==> src/logic/hamd_consts.svh <==
/*
  Constants of the host address mode decoder: offsets, field positions, reset values, window sizes.
  Assumes it is included by its bare name and that the clock runs at 150 MHz.
*/
// Overview of operation
// - direct mode: registers at 2-byte steps from base
// - direct mode decodes a 0x400-byte host window
// - indirect mode: only three registers directly visible
// - indirect mode occupies only 0x06 bytes
// - indirect write: pointer then data window
// - indirect read: pointer then data window returns content
// - bit 0 of config selects indirect mode
// - core clock: 25MHz reference multiplied to 150MHz
// - 2-byte steps on 16-bit bus, 1 on 8-bit
// - multi-byte registers big-endian, low address MSB
// - config register at offset 0x000 in both modes
`ifndef HAMD_CONSTS_SVH
`define HAMD_CONSTS_SVH
`define HAMD_ADDR_W 10
`define HAMD_DATA_W 16
`define HAMD_OFS_CONFIG 10'h000
`define HAMD_OFS_POINTER 10'h002
`define HAMD_OFS_WINDOW 10'h004
`define HAMD_DIRECT_SPAN 11'h400
`define HAMD_INDIRECT_SPAN 11'h006
`define HAMD_SELECT_BIT 0
`define HAMD_CONFIG_RESET 16'h0000
`define HAMD_POINTER_RESET 16'h0000
`define HAMD_RDATA_RESET 16'h0000
`define HAMD_REF_MHZ 25
`define HAMD_CORE_MHZ 150
`define HAMD_BUS16_STEP 2'h2
`define HAMD_BUS8_STEP 2'h1
`endif

==> src/logic/hamd_pkg.sv <==
/*
  Types of the host address mode decoder.
  Assumes nothing of its surroundings.
*/
package hamd_pkg;
  typedef enum logic [1:0] {
    HAMD_DIRECT = 2'h1,
    HAMD_INDIRECT = 2'h2
  } hamd_mode_t;
endpackage

==> src/logic/hamd_decoder.sv <==
/*
  Host access front end: decodes host cycles in direct or indirect mode and forwards them to the
  internal register file as one-cycle access strobes with a register offset.
  Assumes the host bus is synchronous to ref_clk, one access per cycle, and the register file
  answers a read with data in the cycle of its strobe (reg_rdata combinational on reg_addr).
*/
`include "hamd_consts.svh"
module hamd_decoder
  import hamd_pkg::*;
(
  // clock and reset
  input wire logic ref_clk,
  input wire logic reset_n,
  // host bus
  input wire logic host_bus16,
  input wire logic host_sel,
  input wire logic host_wr,
  input wire logic host_rd,
  input wire logic [`HAMD_ADDR_W-1:0] host_addr,
  input wire logic [`HAMD_DATA_W-1:0] host_wdata,
  output logic [`HAMD_DATA_W-1:0] host_rdata,
  output logic host_rvalid,
  // internal register file
  output logic reg_wr,
  output logic reg_rd,
  output logic [`HAMD_ADDR_W-1:0] reg_addr,
  output logic [`HAMD_DATA_W-1:0] reg_wdata,
  input wire logic [`HAMD_DATA_W-1:0] reg_rdata,
  // status
  output logic indirect_mode
);

  // ****************************************************
  // state
  // ****************************************************
  logic [`HAMD_DATA_W-1:0] host_access_config;
  logic [`HAMD_DATA_W-1:0] indirect_pointer_reg;
  logic [`HAMD_DATA_W-1:0] next_config;
  logic [`HAMD_DATA_W-1:0] next_pointer;
  logic [`HAMD_DATA_W-1:0] next_rdata;
  logic next_rvalid;
  logic [1:0] lo_byte;
  logic [`HAMD_ADDR_W-1:0] word_addr;
  logic [`HAMD_DATA_W-1:0] wr_word;
  logic in_span;
  logic hit_config;
  logic hit_pointer;
  logic hit_window;
  logic wr_hi;
  logic wr_lo;
  logic cfg_take_hi;
  logic cfg_take_lo;
  logic ptr_take_hi;
  logic ptr_take_lo;
  logic [`HAMD_DATA_W-1:0] cfg_merged;
  logic [`HAMD_DATA_W-1:0] ptr_merged;
  hamd_mode_t mode;

  // ****************************************************
  // access mode
  // ****************************************************
  // core clock of 150 MHz comes from a PLL outside this block; ref_clk stands in for it
  assign mode = host_access_config[`HAMD_SELECT_BIT] ? HAMD_INDIRECT : HAMD_DIRECT;
  assign indirect_mode = (mode == HAMD_INDIRECT);

  // ****************************************************
  // address decode
  // ****************************************************
  always_comb begin
    // on 8-bit bus each byte is its own address; word address drops bit 0
    word_addr = {host_addr[`HAMD_ADDR_W-1:1], 1'b0};
    lo_byte = host_bus16 ? 2'h0 : {1'b0, host_addr[0]};
    case (mode)
      HAMD_DIRECT: in_span = ({1'b0, host_addr} < `HAMD_DIRECT_SPAN);
      HAMD_INDIRECT: in_span = ({1'b0, host_addr} < `HAMD_INDIRECT_SPAN);
      default: in_span = 1'b0;
    endcase
    hit_config = host_sel && in_span && (word_addr == `HAMD_OFS_CONFIG);
    hit_pointer = host_sel && indirect_mode && (word_addr == `HAMD_OFS_POINTER);
    hit_window = host_sel && indirect_mode && (word_addr == `HAMD_OFS_WINDOW);
    // byte lanes: even address is the high byte, big-endian
    wr_hi = host_bus16 || (lo_byte == 2'h0);
    wr_lo = host_bus16 || (lo_byte == 2'h1);
    wr_word = host_wdata;
    if (!host_bus16) begin
      // byte data rides on the low 8 host lines
      wr_word = {host_wdata[7:0], host_wdata[7:0]};
    end
    cfg_take_hi = host_wr && hit_config && wr_hi;
    cfg_take_lo = host_wr && hit_config && wr_lo;
    ptr_take_hi = host_wr && hit_pointer && wr_hi;
    ptr_take_lo = host_wr && hit_pointer && wr_lo;
  end

  // ****************************************************
  // byte lanes of config and pointer
  // ****************************************************
  // each half merges on its own so an 8-bit write leaves the other half alone
  hamd_lane_merge #(
    .LANE_W(8)
  ) cfg_hi_lane_inst (
    .held(host_access_config[15:8]),
    .offered(wr_word[15:8]),
    .take(cfg_take_hi),
    .merged(cfg_merged[15:8])
  );

  hamd_lane_merge #(
    .LANE_W(8)
  ) cfg_lo_lane_inst (
    .held(host_access_config[7:0]),
    .offered(wr_word[7:0]),
    .take(cfg_take_lo),
    .merged(cfg_merged[7:0])
  );

  hamd_lane_merge #(
    .LANE_W(8)
  ) ptr_hi_lane_inst (
    .held(indirect_pointer_reg[15:8]),
    .offered(wr_word[15:8]),
    .take(ptr_take_hi),
    .merged(ptr_merged[15:8])
  );

  hamd_lane_merge #(
    .LANE_W(8)
  ) ptr_lo_lane_inst (
    .held(indirect_pointer_reg[7:0]),
    .offered(wr_word[7:0]),
    .take(ptr_take_lo),
    .merged(ptr_merged[7:0])
  );

  // ****************************************************
  // registers and forwarding
  // ****************************************************
  always_comb begin
    // lanes not taken hold their byte inside the merge units
    next_config = cfg_merged;
    next_pointer = ptr_merged;
    // forwarding: direct mode passes everything else in the window, indirect uses pointer
    reg_wr = 1'b0;
    reg_rd = 1'b0;
    // 8-bit bus keeps the byte address so the register file can pick its lane
    reg_addr = host_bus16 ? word_addr : host_addr;
    reg_wdata = wr_word;
    if (!indirect_mode && host_sel && in_span && !hit_config) begin
      reg_wr = host_wr;
      reg_rd = host_rd;
    end else if (hit_window) begin
      reg_addr = indirect_pointer_reg[`HAMD_ADDR_W-1:0];
      if (!host_bus16) begin
        reg_addr = {indirect_pointer_reg[`HAMD_ADDR_W-1:1], lo_byte[0]};
      end
      reg_wr = host_wr;
      reg_rd = host_rd;
    end
    next_rvalid = host_rd && host_sel;
    next_rdata = `HAMD_RDATA_RESET;
    if (host_rd && hit_config) begin
      next_rdata = host_access_config;
    end else if (host_rd && hit_pointer) begin
      next_rdata = indirect_pointer_reg;
    end else if (reg_rd) begin
      next_rdata = reg_rdata;
    end
    if (!host_bus16) begin
      // pick the addressed byte, MSB at even address
      next_rdata = {8'h00, (lo_byte == 2'h0) ? next_rdata[15:8] : next_rdata[7:0]};
    end
  end

  always_ff @(posedge ref_clk) begin
    if (!reset_n) begin
      host_access_config <= `HAMD_CONFIG_RESET;
      indirect_pointer_reg <= `HAMD_POINTER_RESET;
      host_rdata <= `HAMD_RDATA_RESET;
      host_rvalid <= 1'b0;
    end else begin
      host_access_config <= next_config;
      indirect_pointer_reg <= next_pointer;
      host_rdata <= next_rdata;
      host_rvalid <= next_rvalid;
    end
  end

endmodule

// ****************************************************
// byte lane merge
// ****************************************************
module hamd_lane_merge
  import hamd_pkg::*;
#(
  parameter int LANE_W = 8
) (
  // held and offered byte
  input wire logic [LANE_W-1:0] held,
  input wire logic [LANE_W-1:0] offered,
  // lane strobe
  input wire logic take,
  // merged byte
  output logic [LANE_W-1:0] merged
);

  always_comb begin
    merged = held;
    if (take) begin
      merged = offered;
    end
  end

endmodule

==> config.mk <==
export PLATFORM = sky130hd
export DESIGN_NAME = hamd_decoder
export DESIGN_NICKNAME = d
export VERILOG_FILES = /design/src/logic/hamd_pkg.sv /design/src/logic/hamd_decoder.sv
export VERILOG_INCLUDE_DIRS = /design/src /design/src/logic
export SDC_FILE = /design/constraint.sdc
export NUM_CORES = 1
export LEC_CHECK = 0
export BUFFER_PORTS_ARGS = -buffer_cell sky130_fd_sc_hd__buf_2
export CELL_PAD_IN_SITES_DETAIL_PLACEMENT = 1
export CELL_PAD_IN_SITES_GLOBAL_PLACEMENT = 1
export CORE_UTILIZATION = 37
export DETAILED_ROUTE_END_ITERATION = 8
export PLACE_DENSITY = 0.82
export SLEW_MARGIN = 20
export SYNTH_ARGS = -nofsm -noshare
export SYNTH_HDL_FRONTEND = slang
export SYNTH_SLANG_ARGS = --single-unit
==> constraint.sdc <==
create_clock -name ref_clk -period 2.1 [get_ports ref_clk]
set_clock_uncertainty 0.05 [all_clocks]
set_input_delay 0.315 -clock ref_clk [delete_from_list [all_inputs] [get_ports ref_clk]]
set_output_delay 0.315 -clock ref_clk [all_outputs]
set_load 0.005 [all_outputs]
==> out/qor.txt, run 1 <==
Status: finished, final reports clean
Critical path data arrival time: 1.72 ns
Core Box Area: 0.006869 sq mm
Gate power share: 16.0%
Leading area contributor after synthesis: dfxtp_1
Die area: 0.007560 sq mm
Hold-fix buffers, CTS: 0
Via count: 2727
Worst slew margin: 69.17%
H-tree Lvls: 2
Max Freq: 0.4803 GHz
Initial antenna violation count: 0
Critical Path Fanout Max: 5
Share of layout cells above drive strength 1: 37.19%
Hold Slack: 0.2586 ns
Fin crit share: 99.14%
Setup crit start: host_addr[7]
Slowest CP cell: nor4_4
Max-cap viol count: 0
Clock power frac: 31.8%
Setup crit end: reg_addr[3]
Path depth of the worst reg2reg path: 7
Worst Tran Pin Value: 0.4613 ns
# diodes: 0
Setup TNS: 0 ns
Reg clk slew, reported paths: 0.10 ns
Final #Nets: 445
Ratio of total power to cell area: 515.8 mW/mm^2
Worst skew pair latency: 0.30 ns
First-pass DRT Iterations: 4
Total grt overflow: 0
Filler cells: 852
Per-cell routed wire length: 19.03 um
IO Port Bufs: 93
Top Family by Delay on Critical Path: simple AND/OR/NAND/NOR gates
Critical path class: input pin to output pin
CTS Buffer Depth: 2
All-layer global routing usage: 25.71%
Drt drc: 0
WL final: 9400 um
Worst setup EP type: output pin
Required time of the critical path: 1.74 ns
Die Span Y: 86.95 um
Reg2reg start: host_access_config[0]
Post-layout util: 51.02%
Initial core utilization: 38.87%
Post-synthesis cell type count: 37
Sequential share of power: 52.2%
Syn_nets: 341
Post-synthesis sequential area ratio: 36.74%
Final Power: 1.808 mW
Hold Fails Final Rpt: 0
R2R Path End: host_rdata[9]
Int Power: 1.314 mW
First-pass GRT wire length: 14800 um
P&R area growth vs syn: 31.26%
Flop-to-flop setup slack: 0.49 ns
Leakage: 1.504 nW
Cell depth of the worst setup path: 7
Average cell area after synthesis: 9.113 sq um
Worst-path cell chain: buf_8 -> nor4_4 -> nand4_1 -> nor3b_2 -> buf_4 -> a21o_1 -> buf_2
Dpl ws: -0.03819 ns
Mapped Cells: 293
Final setup viols: 0
Post-DP Area: 0.003366 sq mm
CP max stage delay: 0.35 ns
Detail Route Antenna Nets: 0
GPL Wtd Cong: 0.9138
Largest net degree at the start of global routing: 36
Routed vias/inst: 5.520
CTS tree: done
Startpoint types: input pin
Die width: 86.95 um
Largest cells by area after synthesis: dfxtp_1 (37%), mux2i_1 (12%), nor2b_1 (7.7%), and3_1 (4.0%), mux2_2 (3.4%)
Hold Crit Class: input pin to flop
Non-Filler Instances: 494
Placed Cells: 482
RSZ-0062 raised after global routing: true
Yosys top cell area share: 36.74%
Synth Warn #: 0
CTS root buf: clkbuf_8
Iteration-0 DRC Markers: 102
Sw frac: 27.30%
FF+latch count, synth: 49
Vias in the first global route: 2842
Pins over their slew limit: 0
Psw: 0.4935 mW
Tmin final: 2.082 ns
Post-DP HPWL: 6873 um
Maximum vdd drop: 0.2416 mV
Ports: 94
Row count: 30
Synthesized area: 0.002670 sq mm
Crit path buf inv count: 3
CTS buffer count: 5
CTS Sinks: 49
Final Instance Area: 0.003505 sq mm
Final worst setup slack: 0.01796 ns
layout make-up:
class / count / area [sq um] / share of cell area, %
repair buffers: 121 / 742.0 / 21.17
clock buffers: 6 / 72.57 / 2.071
inverters: 1 / 3.754 / 0.1071
clock inverters: 2 / 13.76 / 0.3927
well taps: 96 / 120.1 / 3.427
multi-input cells: 219 / 1572 / 44.84
flip-flops and latches: 49 / 980.9 / 27.99
kinds of logic after synthesis:
kind of cell | after synthesis | synth area share (%)
buffers and inverters | 25 | 4.639
AND/OR/NAND/NOR | 118 | 28.30
AO/OA/AOI/OAI | 61 | 14.95
flip-flops | 49 | 36.74
multiplexers | 40 | 15.37
tightest hold or removal path: cells and delay by family:
family                 cells  cell delay (ns)
buffers and inverters      1             0.11
AND/OR/NAND/NOR            1             0.08
AO/OA/AOI/OAI              1             0.07
Yosys cell counts, drive strengths merged:
| master | n |
|---|---|
| dfxtp | 49 |
| nor2b | 33 |
| mux2i | 32 |
| and3 | 17 |
| a21oi | 16 |
| o21ai | 16 |
| clkbuf | 15 |
| nand2 | 14 |
| nor3 | 13 |
| nand3 | 10 |
| nor2 | 10 |
| buf | 9 |
| a221oi | 8 |
| mux2 | 8 |
| a21o | 7 |
| and3b | 7 |
| o22a | 7 |
| and2 | 3 |
| nand4 | 3 |
| nor4 | 3 |
| nand3b | 2 |
| a22oi | 1 |
| a31oi | 1 |
| inv | 1 |
| nand2b | 1 |
| nor3b | 1 |
| nor4b | 1 |
| o2111ai | 1 |
| o211a | 1 |
| o21a | 1 |
| o22ai | 1 |
| o31a | 1 |
worst min path at each step:
stage	slack [ns]	from	cells after the start	to
4_1_cts	0.26	reg_rdata[8]	3	host_rdata[0]
3_3_place_gp	0.45	host_access_config[10]	2	host_access_config[10]
2_1_floorplan	0.42	host_sel	1	host_rvalid
6_report	0.26	reg_rdata[8]	3	host_rdata[0]
3_5_place_dp	0.47	host_access_config[3]	2	host_access_config[3]
5_1_grt	0.27	reg_rdata[8]	3	host_rdata[0]
routing by layer:
layer	global-route usage, %	vias to the layer above	share of wire (%)
li1	-	1271	-
met1	32.32	1330	42
met2	44.88	110	50
met3	3.602	16	5.3
met4	8.939	0	2.2
met5	0	-	0
cells in the final DEF, fill, tap and decap left out, types with 2 or more instances in the layout:
cell type / Yosys / routed
nor3_4: 3 / 3
nand2_1: 13 / 13
dfxtp_1: 49 / 49
clkbuf_8: 0 / 5
and2_1: 3 / 3
nor2b_1: 33 / 33
and3b_1: 7 / 7
nor4_4: 2 / 2
nor3_1: 9 / 9
o22a_1: 7 / 7
buf_12: 0 / 4
a221oi_1: 8 / 8
nand3_1: 10 / 9
nand4_1: 3 / 3
o21ai_0: 16 / 16
a21oi_1: 16 / 16
a21o_1: 7 / 7
and3_1: 17 / 17
buf_4: 8 / 24
buf_2: 0 / 91
nor2_1: 10 / 10
nand3b_1: 2 / 2
mux2_2: 8 / 8
mux2i_1: 32 / 32
repair_timing:
action	CTS	global route
setup buffers	1	3
resized for setup	0	8
pin swaps	1	6
endpoints found under the setup margin	9	12
power by group through the flow:
stage                     clock (mW)  combinational, mW  sequential [mW]
after floorplan                    0              0.132            0.967
after global placement             0              0.272            0.965
after detailed placement           0              0.279            0.965
after CTS                      0.579              0.282            0.944
after global routing           0.617              0.311            0.945
final                          0.575              0.289            0.944
Power figures use the tool's default switching activity.
==> run 2: changes to the inputs <==
--- a/config.mk
+++ b/config.mk
@@ -7,10 +7,11 @@
 export NUM_CORES = 1
 export LEC_CHECK = 0
+export ABC_AREA = 1
 export BUFFER_PORTS_ARGS = -buffer_cell sky130_fd_sc_hd__buf_2
 export CELL_PAD_IN_SITES_DETAIL_PLACEMENT = 1
 export CELL_PAD_IN_SITES_GLOBAL_PLACEMENT = 1
-export CORE_UTILIZATION = 37
+export CORE_UTILIZATION = 34
 export DETAILED_ROUTE_END_ITERATION = 8
-export PLACE_DENSITY = 0.82
+export PLACE_DENSITY = 0.81
 export SLEW_MARGIN = 20
 export SYNTH_ARGS = -nofsm -noshare
--- a/constraint.sdc
+++ b/constraint.sdc
@@ -3,3 +3,3 @@
 set_input_delay 0.315 -clock ref_clk [delete_from_list [all_inputs] [get_ports ref_clk]]
 set_output_delay 0.315 -clock ref_clk [all_outputs]
-set_load 0.005 [all_outputs]
+set_load 0.02 [all_outputs]
==> run 2 against run 1 <==
Compared with the run above:
- clock-buffer cell count rose by 1
- sequential share of layout area grew 3.2 points
- critical endpoint is now reg_addr[0]
- first-iteration DRC count stayed put
- largest cell class unchanged
- combinational power rose by 7.6%
==> out/qor.txt, run 2 <==
CTS tree: done
Mapped Cells: 363
Commonest non-fill, non-tap cell in the layout: buf_2
Tmin final: 2.004 ns
Hold-fix buffers, CTS: 0
Worst skew pair latency: 0.30 ns
Post-synth top cells: nand2_1 (86), dfxtp_1 (49), inv_1 (49)
Worst setup EP type: output pin
CTS buffer count: 5
Fin crit share: 95.43%
CTS root buf: clkbuf_8
Die area: 0.007790 sq mm
Routed vias/inst: 4.872
CP max stage delay: 0.42 ns
Dominant synthesized flop cell: dfxtp_1
Leakage: 1.480 nW
Ratio of total power to cell area: 595.7 mW/mm^2
Row count: 31
Total grt overflow: 0
Most frequent cell after synthesis: nand2_1
Post-synthesis sequential area ratio: 38.77%
Drt drc: 0
Syn_nets: 411
Final setup viols: 0
Post-layout util: 43.62%
Setup TNS: 0 ns
Maximum vdd drop: 0.3719 mV
Critical path class: flop to output pin
Post-synthesis cell type count: 29
IO Port Bufs: 93
Per-cell routed wire length: 15.07 um
P&R area growth vs syn: 24.38%
Reg clk slew, reported paths: 0.09 ns
Ports: 94
Hold Fails Final Rpt: 0
Yosys top cell area share: 38.77%
Final #Nets: 496
Largest cells by area after synthesis: dfxtp_1 (39%), nand2_1 (13%), o21ai_0 (7.3%), inv_1 (7.3%), a21oi_1 (7.1%)
Initial antenna violation count: 0
CTS Buffer Depth: 2
Largest net degree at the start of global routing: 31
Required time of the critical path: 1.74 ns
Critical Path Fanout Max: 14
First-pass DRT Iterations: 4
WL final: 8258 um
Worst slew margin: 68.93%
Die width: 88.26 um
Vias in the first global route: 2648
Pins over their slew limit: 0
Worst-path cell chain: nand2_1 -> nor2_4 -> nand2_4 -> o31ai_2 -> buf_2
Hold Crit Class: input pin to flop
All-layer global routing usage: 22.34%
FF+latch count, synth: 49
# diodes: 0
CTS Sinks: 49
H-tree Lvls: 2
Slowest CP cell: dfxtp_1
Commonest non-fill, non-tap cells in the layout: buf_2 (93), nand2_1 (86), inv_1 (49), dfxtp_1 (49)
Synthesized area: 0.002530 sq mm
Worst Tran Pin Value: 0.4661 ns
Detail Route Antenna Nets: 0
Startpoint types: flop
Average cell area after synthesis: 6.969 sq um
Critical path data arrival time: 1.64 ns
Leading area contributor after synthesis: dfxtp_1
Synth Warn #: 0
Share of layout cells above drive strength 1: 30.73%
Asr flop ratio synth: 0%
Hold Slack: 0.2547 ns
Filler cells: 996
Initial core utilization: 35.07%
Status: finished, final reports clean
Post-DP HPWL: 6385 um
First-pass GRT wire length: 13170 um
GPL Wtd Cong: 0.8578
Via count: 2670
Max Freq: 0.4990 GHz
Iteration-0 DRC Markers: 102
Post-synth EDFFs: 0
Die Span Y: 88.26 um
Max-cap viol count: 0
Core Box Area: 0.007214 sq mm
==> run 2: final timing paths <==
kind / endpoint / start / depth (start not counted) / slack, ns
worst min register to register: indirect_pointer_reg[15] / indirect_pointer_reg[15] / 2 / 0.40
worst max-delay path: reg_addr[0] / host_access_config[0] / 5 / 0.1
worst min-delay path: host_rvalid / host_sel / 3 / 0.25
worst max register to register: host_rdata[7] / host_access_config[0] / 10 / 0.26
==> run 2: report_power, final <==
| part | switching, mW | total [mW] | internal (mW) |
|---|---|---|---|
| clock network | 0.321 | 0.619 | 0.299 |
| logic | 0.204 | 0.311 | 0.107 |
| registers | 0.00394 | 0.944 | 0.940 |
| total | 0.529 | 1.87 | 1.35 |
==> run 2: cell type report <==
| cell class | instances | area (sq um) | share of cell area, % |
|---|---|---|---|
| clock buffer | 7 | 96.34 | 3.062 |
| clock inverter | 1 | 5.005 | 0.1590 |
| inverter | 50 | 187.7 | 5.964 |
| multi-input combinational | 242 | 1235 | 39.24 |
| sequential | 49 | 980.9 | 31.17 |
| tap | 99 | 123.9 | 3.936 |
| timing repair buffer | 100 | 518.0 | 16.46 |
==> run 2: what timing repair did <==
action / in CTS / in global routing
gates cloned: 0 / 0
endpoints found under the setup margin: 2 / 3
setup buffers: 1 / 0
resized for setup: 1 / 3
pin swaps: 1 / 0
==> run 2: kinds of logic (layout without fill, tap and decap cells) <==
family                 count (synthesis)  count (layout)  synth area share [%]
and+or+nand+nor                      150             150                 28.54
DFF                                   49              49                 38.77
AOI/OAI and AO/OA                     92              92                 19.78
buffers and inverters                 72             158                 12.91
==> run 2: worst max-delay path, delay by kind of cell, from the launching register on <==
family,cells,cell delay (ns)
AO/OA/AOI/OAI,1,0.22
buffers and inverters,1,0.20
AND/OR/NAND/NOR,3,0.51
flip-flops,1,0.42
==> run 2: stage by stage <==
stage	cells	worst slack, ns	power (mW)	instance area, sq um
2_1_floorplan	363	0.1535	1.144	2530
3_3_place_gp	539	0.09648	1.269	3025
3_5_place_dp	539	0.03371	1.275	3025
4_1_cts	548	0.02490	1.883	3137
5_1_grt	548	-0.01228	1.962	3147
6_report	548	0.09588	1.874	3147
==> run 2: per-layer routing <==
layer	part of all wire, %	GRT usage [%]
met1	44	28.63
met2	49	37.97
met3	3.5	3.638
met4	2.6	7.918
met5	0	0
==> run 3: changes to the inputs <==
Settings changed: CORE_UTILIZATION 34 to 30, PLACE_DENSITY 0.81 to 0.76.
Clock period 2.1 ns to 1.6 ns, I/O delays scaled along.
==> run 3 against run 2 <==
Compared with the run above:
- the run now ends with DRC, setup timing left
- clock power grew 20%
- setup slack lost 0.26 ns
- final area grew 20%
- critical path depth grew 2
- highest routed layer unchanged
- global-route usage is essentially flat
- core utilization grew 2.5 points
- flip-flop and latch count is the same
- die area grew 13%
- sequential power grew 31%
- power grew 33%
- first-iteration DRC count shrank 5.9%
==> out/qor.txt, run 3 (synthesis results as in run 2) <==
Commonest non-fill, non-tap cell in the layout: buf_2
Critical path data arrival time: 1.47 ns
Crit path buf inv count: 3
Hold Crit Class: input pin to flop
Max Freq: 0.5675 GHz
Drt drc: 2
Worst-path cell chain: nand2_4 -> nor2_4 -> buf_6 -> nand2_8 -> buf_12 -> o21ai_4 -> buf_6
IO Port Bufs: 93
Non-Filler Instances: 581
Commonest non-fill, non-tap cells in the layout: buf_2 (81), nand2_1 (76), dfxtp_1 (48)
Hold Fails Final Rpt: 0
All-layer global routing usage: 22.34%
Failing checks: DRC, setup timing
P&R area growth vs syn: 49.01%
Hold Crit Endpoint: indirect_pointer_reg[0]
Vias in the first global route: 2985
Fin crit share: 110.1%
CTS Buffer Depth: 2
GPL Wtd Cong: 0.7885
Worst slew margin: 69.08%
Largest net degree at the start of global routing: 20
Final worst setup slack: -0.1621 ns
Cell depth of the worst setup path: 7
Slowest CP cell: dfxtp_4
H-tree Lvls: 2
R2R Path End: host_rdata[2]
Hold-fix buffers, CTS: 0
Required time of the critical path: 1.31 ns
Worst setup EP type: output pin
Startpoint types: flop
Die Span Y: 93.83 um
Ports: 94
Hold Startpoint: host_wdata[0]
Status: finished with violations
CTS root buf: clkbuf_8
CTS buffer count: 5
CTS Sinks: 49
Detail Route Antenna Nets: 0
CTS tree: done
Tmin final: 1.762 ns
Flop-to-flop setup slack: -0.06 ns
Reg2reg start: host_access_config[0]
Top Family by Delay on Critical Path: buffers and inverters
Hold Slack: 0.2140 ns
Row count: 33
Critical Path Fanout Max: 7
Ratio of total power to cell area: 659.0 mW/mm^2
Per-cell routed wire length: 16.31 um
Routed vias/inst: 4.880
Critical path class: flop to output pin
Iteration-0 DRC Markers: 96
Die area: 0.008804 sq mm
# diodes: 0
Post-DP HPWL: 7010 um
Leakage: 1.706 nW
Die width: 93.83 um
Worst Tran Pin Value: 0.4638 ns
Initial antenna violation count: 0
Total grt overflow: 0
Worst hold path stage count: 3
Placed Cells: 567
CP max stage delay: 0.39 ns
First-pass DRT Iterations: 6
Pins over their slew limit: 0
Most Frequent Cell on Critical Path: buf_6
Share of layout cells above drive strength 1: 43.49%
Initial core utilization: 30.95%
Reg clk slew, reported paths: 0.09 ns
Dpl ws: -0.1468 ns
RSZ-0062 raised after global routing: true
Setup TNS: -2.145 ns
Post-layout util: 46.11%
Max-cap viol count: 0
Path depth of the worst reg2reg path: 13
Final #Nets: 524
Via count: 2835
Core Box Area: 0.008175 sq mm
Worst skew pair latency: 0.30 ns
Maximum vdd drop: 0.3643 mV
Final setup viols: 28
WL final: 9476 um
First-pass GRT wire length: 14900 um
==> run 3: cell types whose count changed in the layout (fill, tap and decap cells not counted), moves of 4 or more <==
cell | previous run | this run
a21oi_1 | 36 | 29
a21oi_2 | 3 | 9
buf_2 | 93 | 81
buf_4 | 7 | 27
buf_6 | 0 | 15
nand2_1 | 86 | 76
nand2_2 | 13 | 20
o21ai_0 | 36 | 20
o21ai_2 | 0 | 11
o21ai_4 | 0 | 4
o21bai_1 | 6 | 0
o21bai_4 | 0 | 6
==> run 3: area by class of cell <==
class	instances	area, sq um
well taps	105	131.4
inverters	50	190.2
clock buffers	7	86.33
repair buffers	128	877.1
flip-flops and latches	49	984.7
fillers	1051	4405
multi-input cells	242	1500
==> run 3: worst max-delay path by stage <==
stage                          startpoint             to  slack, ns
floorplan           host_access_config[0]    reg_addr[1]      0.001
finish              host_access_config[0]    reg_addr[3]      -0.16
detailed placement           host_addr[4]  host_rdata[5]      -0.15
global route        host_access_config[0]    reg_addr[3]      -0.20
CTS                 host_access_config[0]    reg_addr[3]      -0.15
global placement             host_addr[4]  host_rdata[5]      -0.12
==> run 3: worst min-delay path, delay by kind of cell <==
| kind | cells | cell delay [ns] |
|---|---|---|
| buf+inv | 1 | 0.13 |
| compound gates | 2 | 0.16 |
==> run 3: repair_timing <==
action                                 4_1_cts  5_1_grt
cloned                                       0        1
pin swaps                                    8        9
resized for setup                           59       40
setup buffers                                5        1
endpoints found under the hold margin        0        0
setup endpoints to repair                   17       50
==> run 3: through the flow <==
stage               cell area [sq um]  power [mW]
floorplan                        2590       1.511
global placement                 3282       1.698
detailed placement               3282       1.706
CTS                              3598       2.481
global route                     3770       2.598
finish                           3770       2.484
==> run 3: routing by layer <==
layer  track usage, %  share of wire, %  routed length, um
met1            26.85                41               3932
met2            40.51                52               4941
met3            2.751               3.7                346
met4            7.821               2.7                255
met5                0                 0                  0
==> run 3: where the power goes <==
part           switching [mW]  internal (mW)
Sequential            0.00739           1.23
Clock                   0.400          0.344
Combinational           0.303          0.198
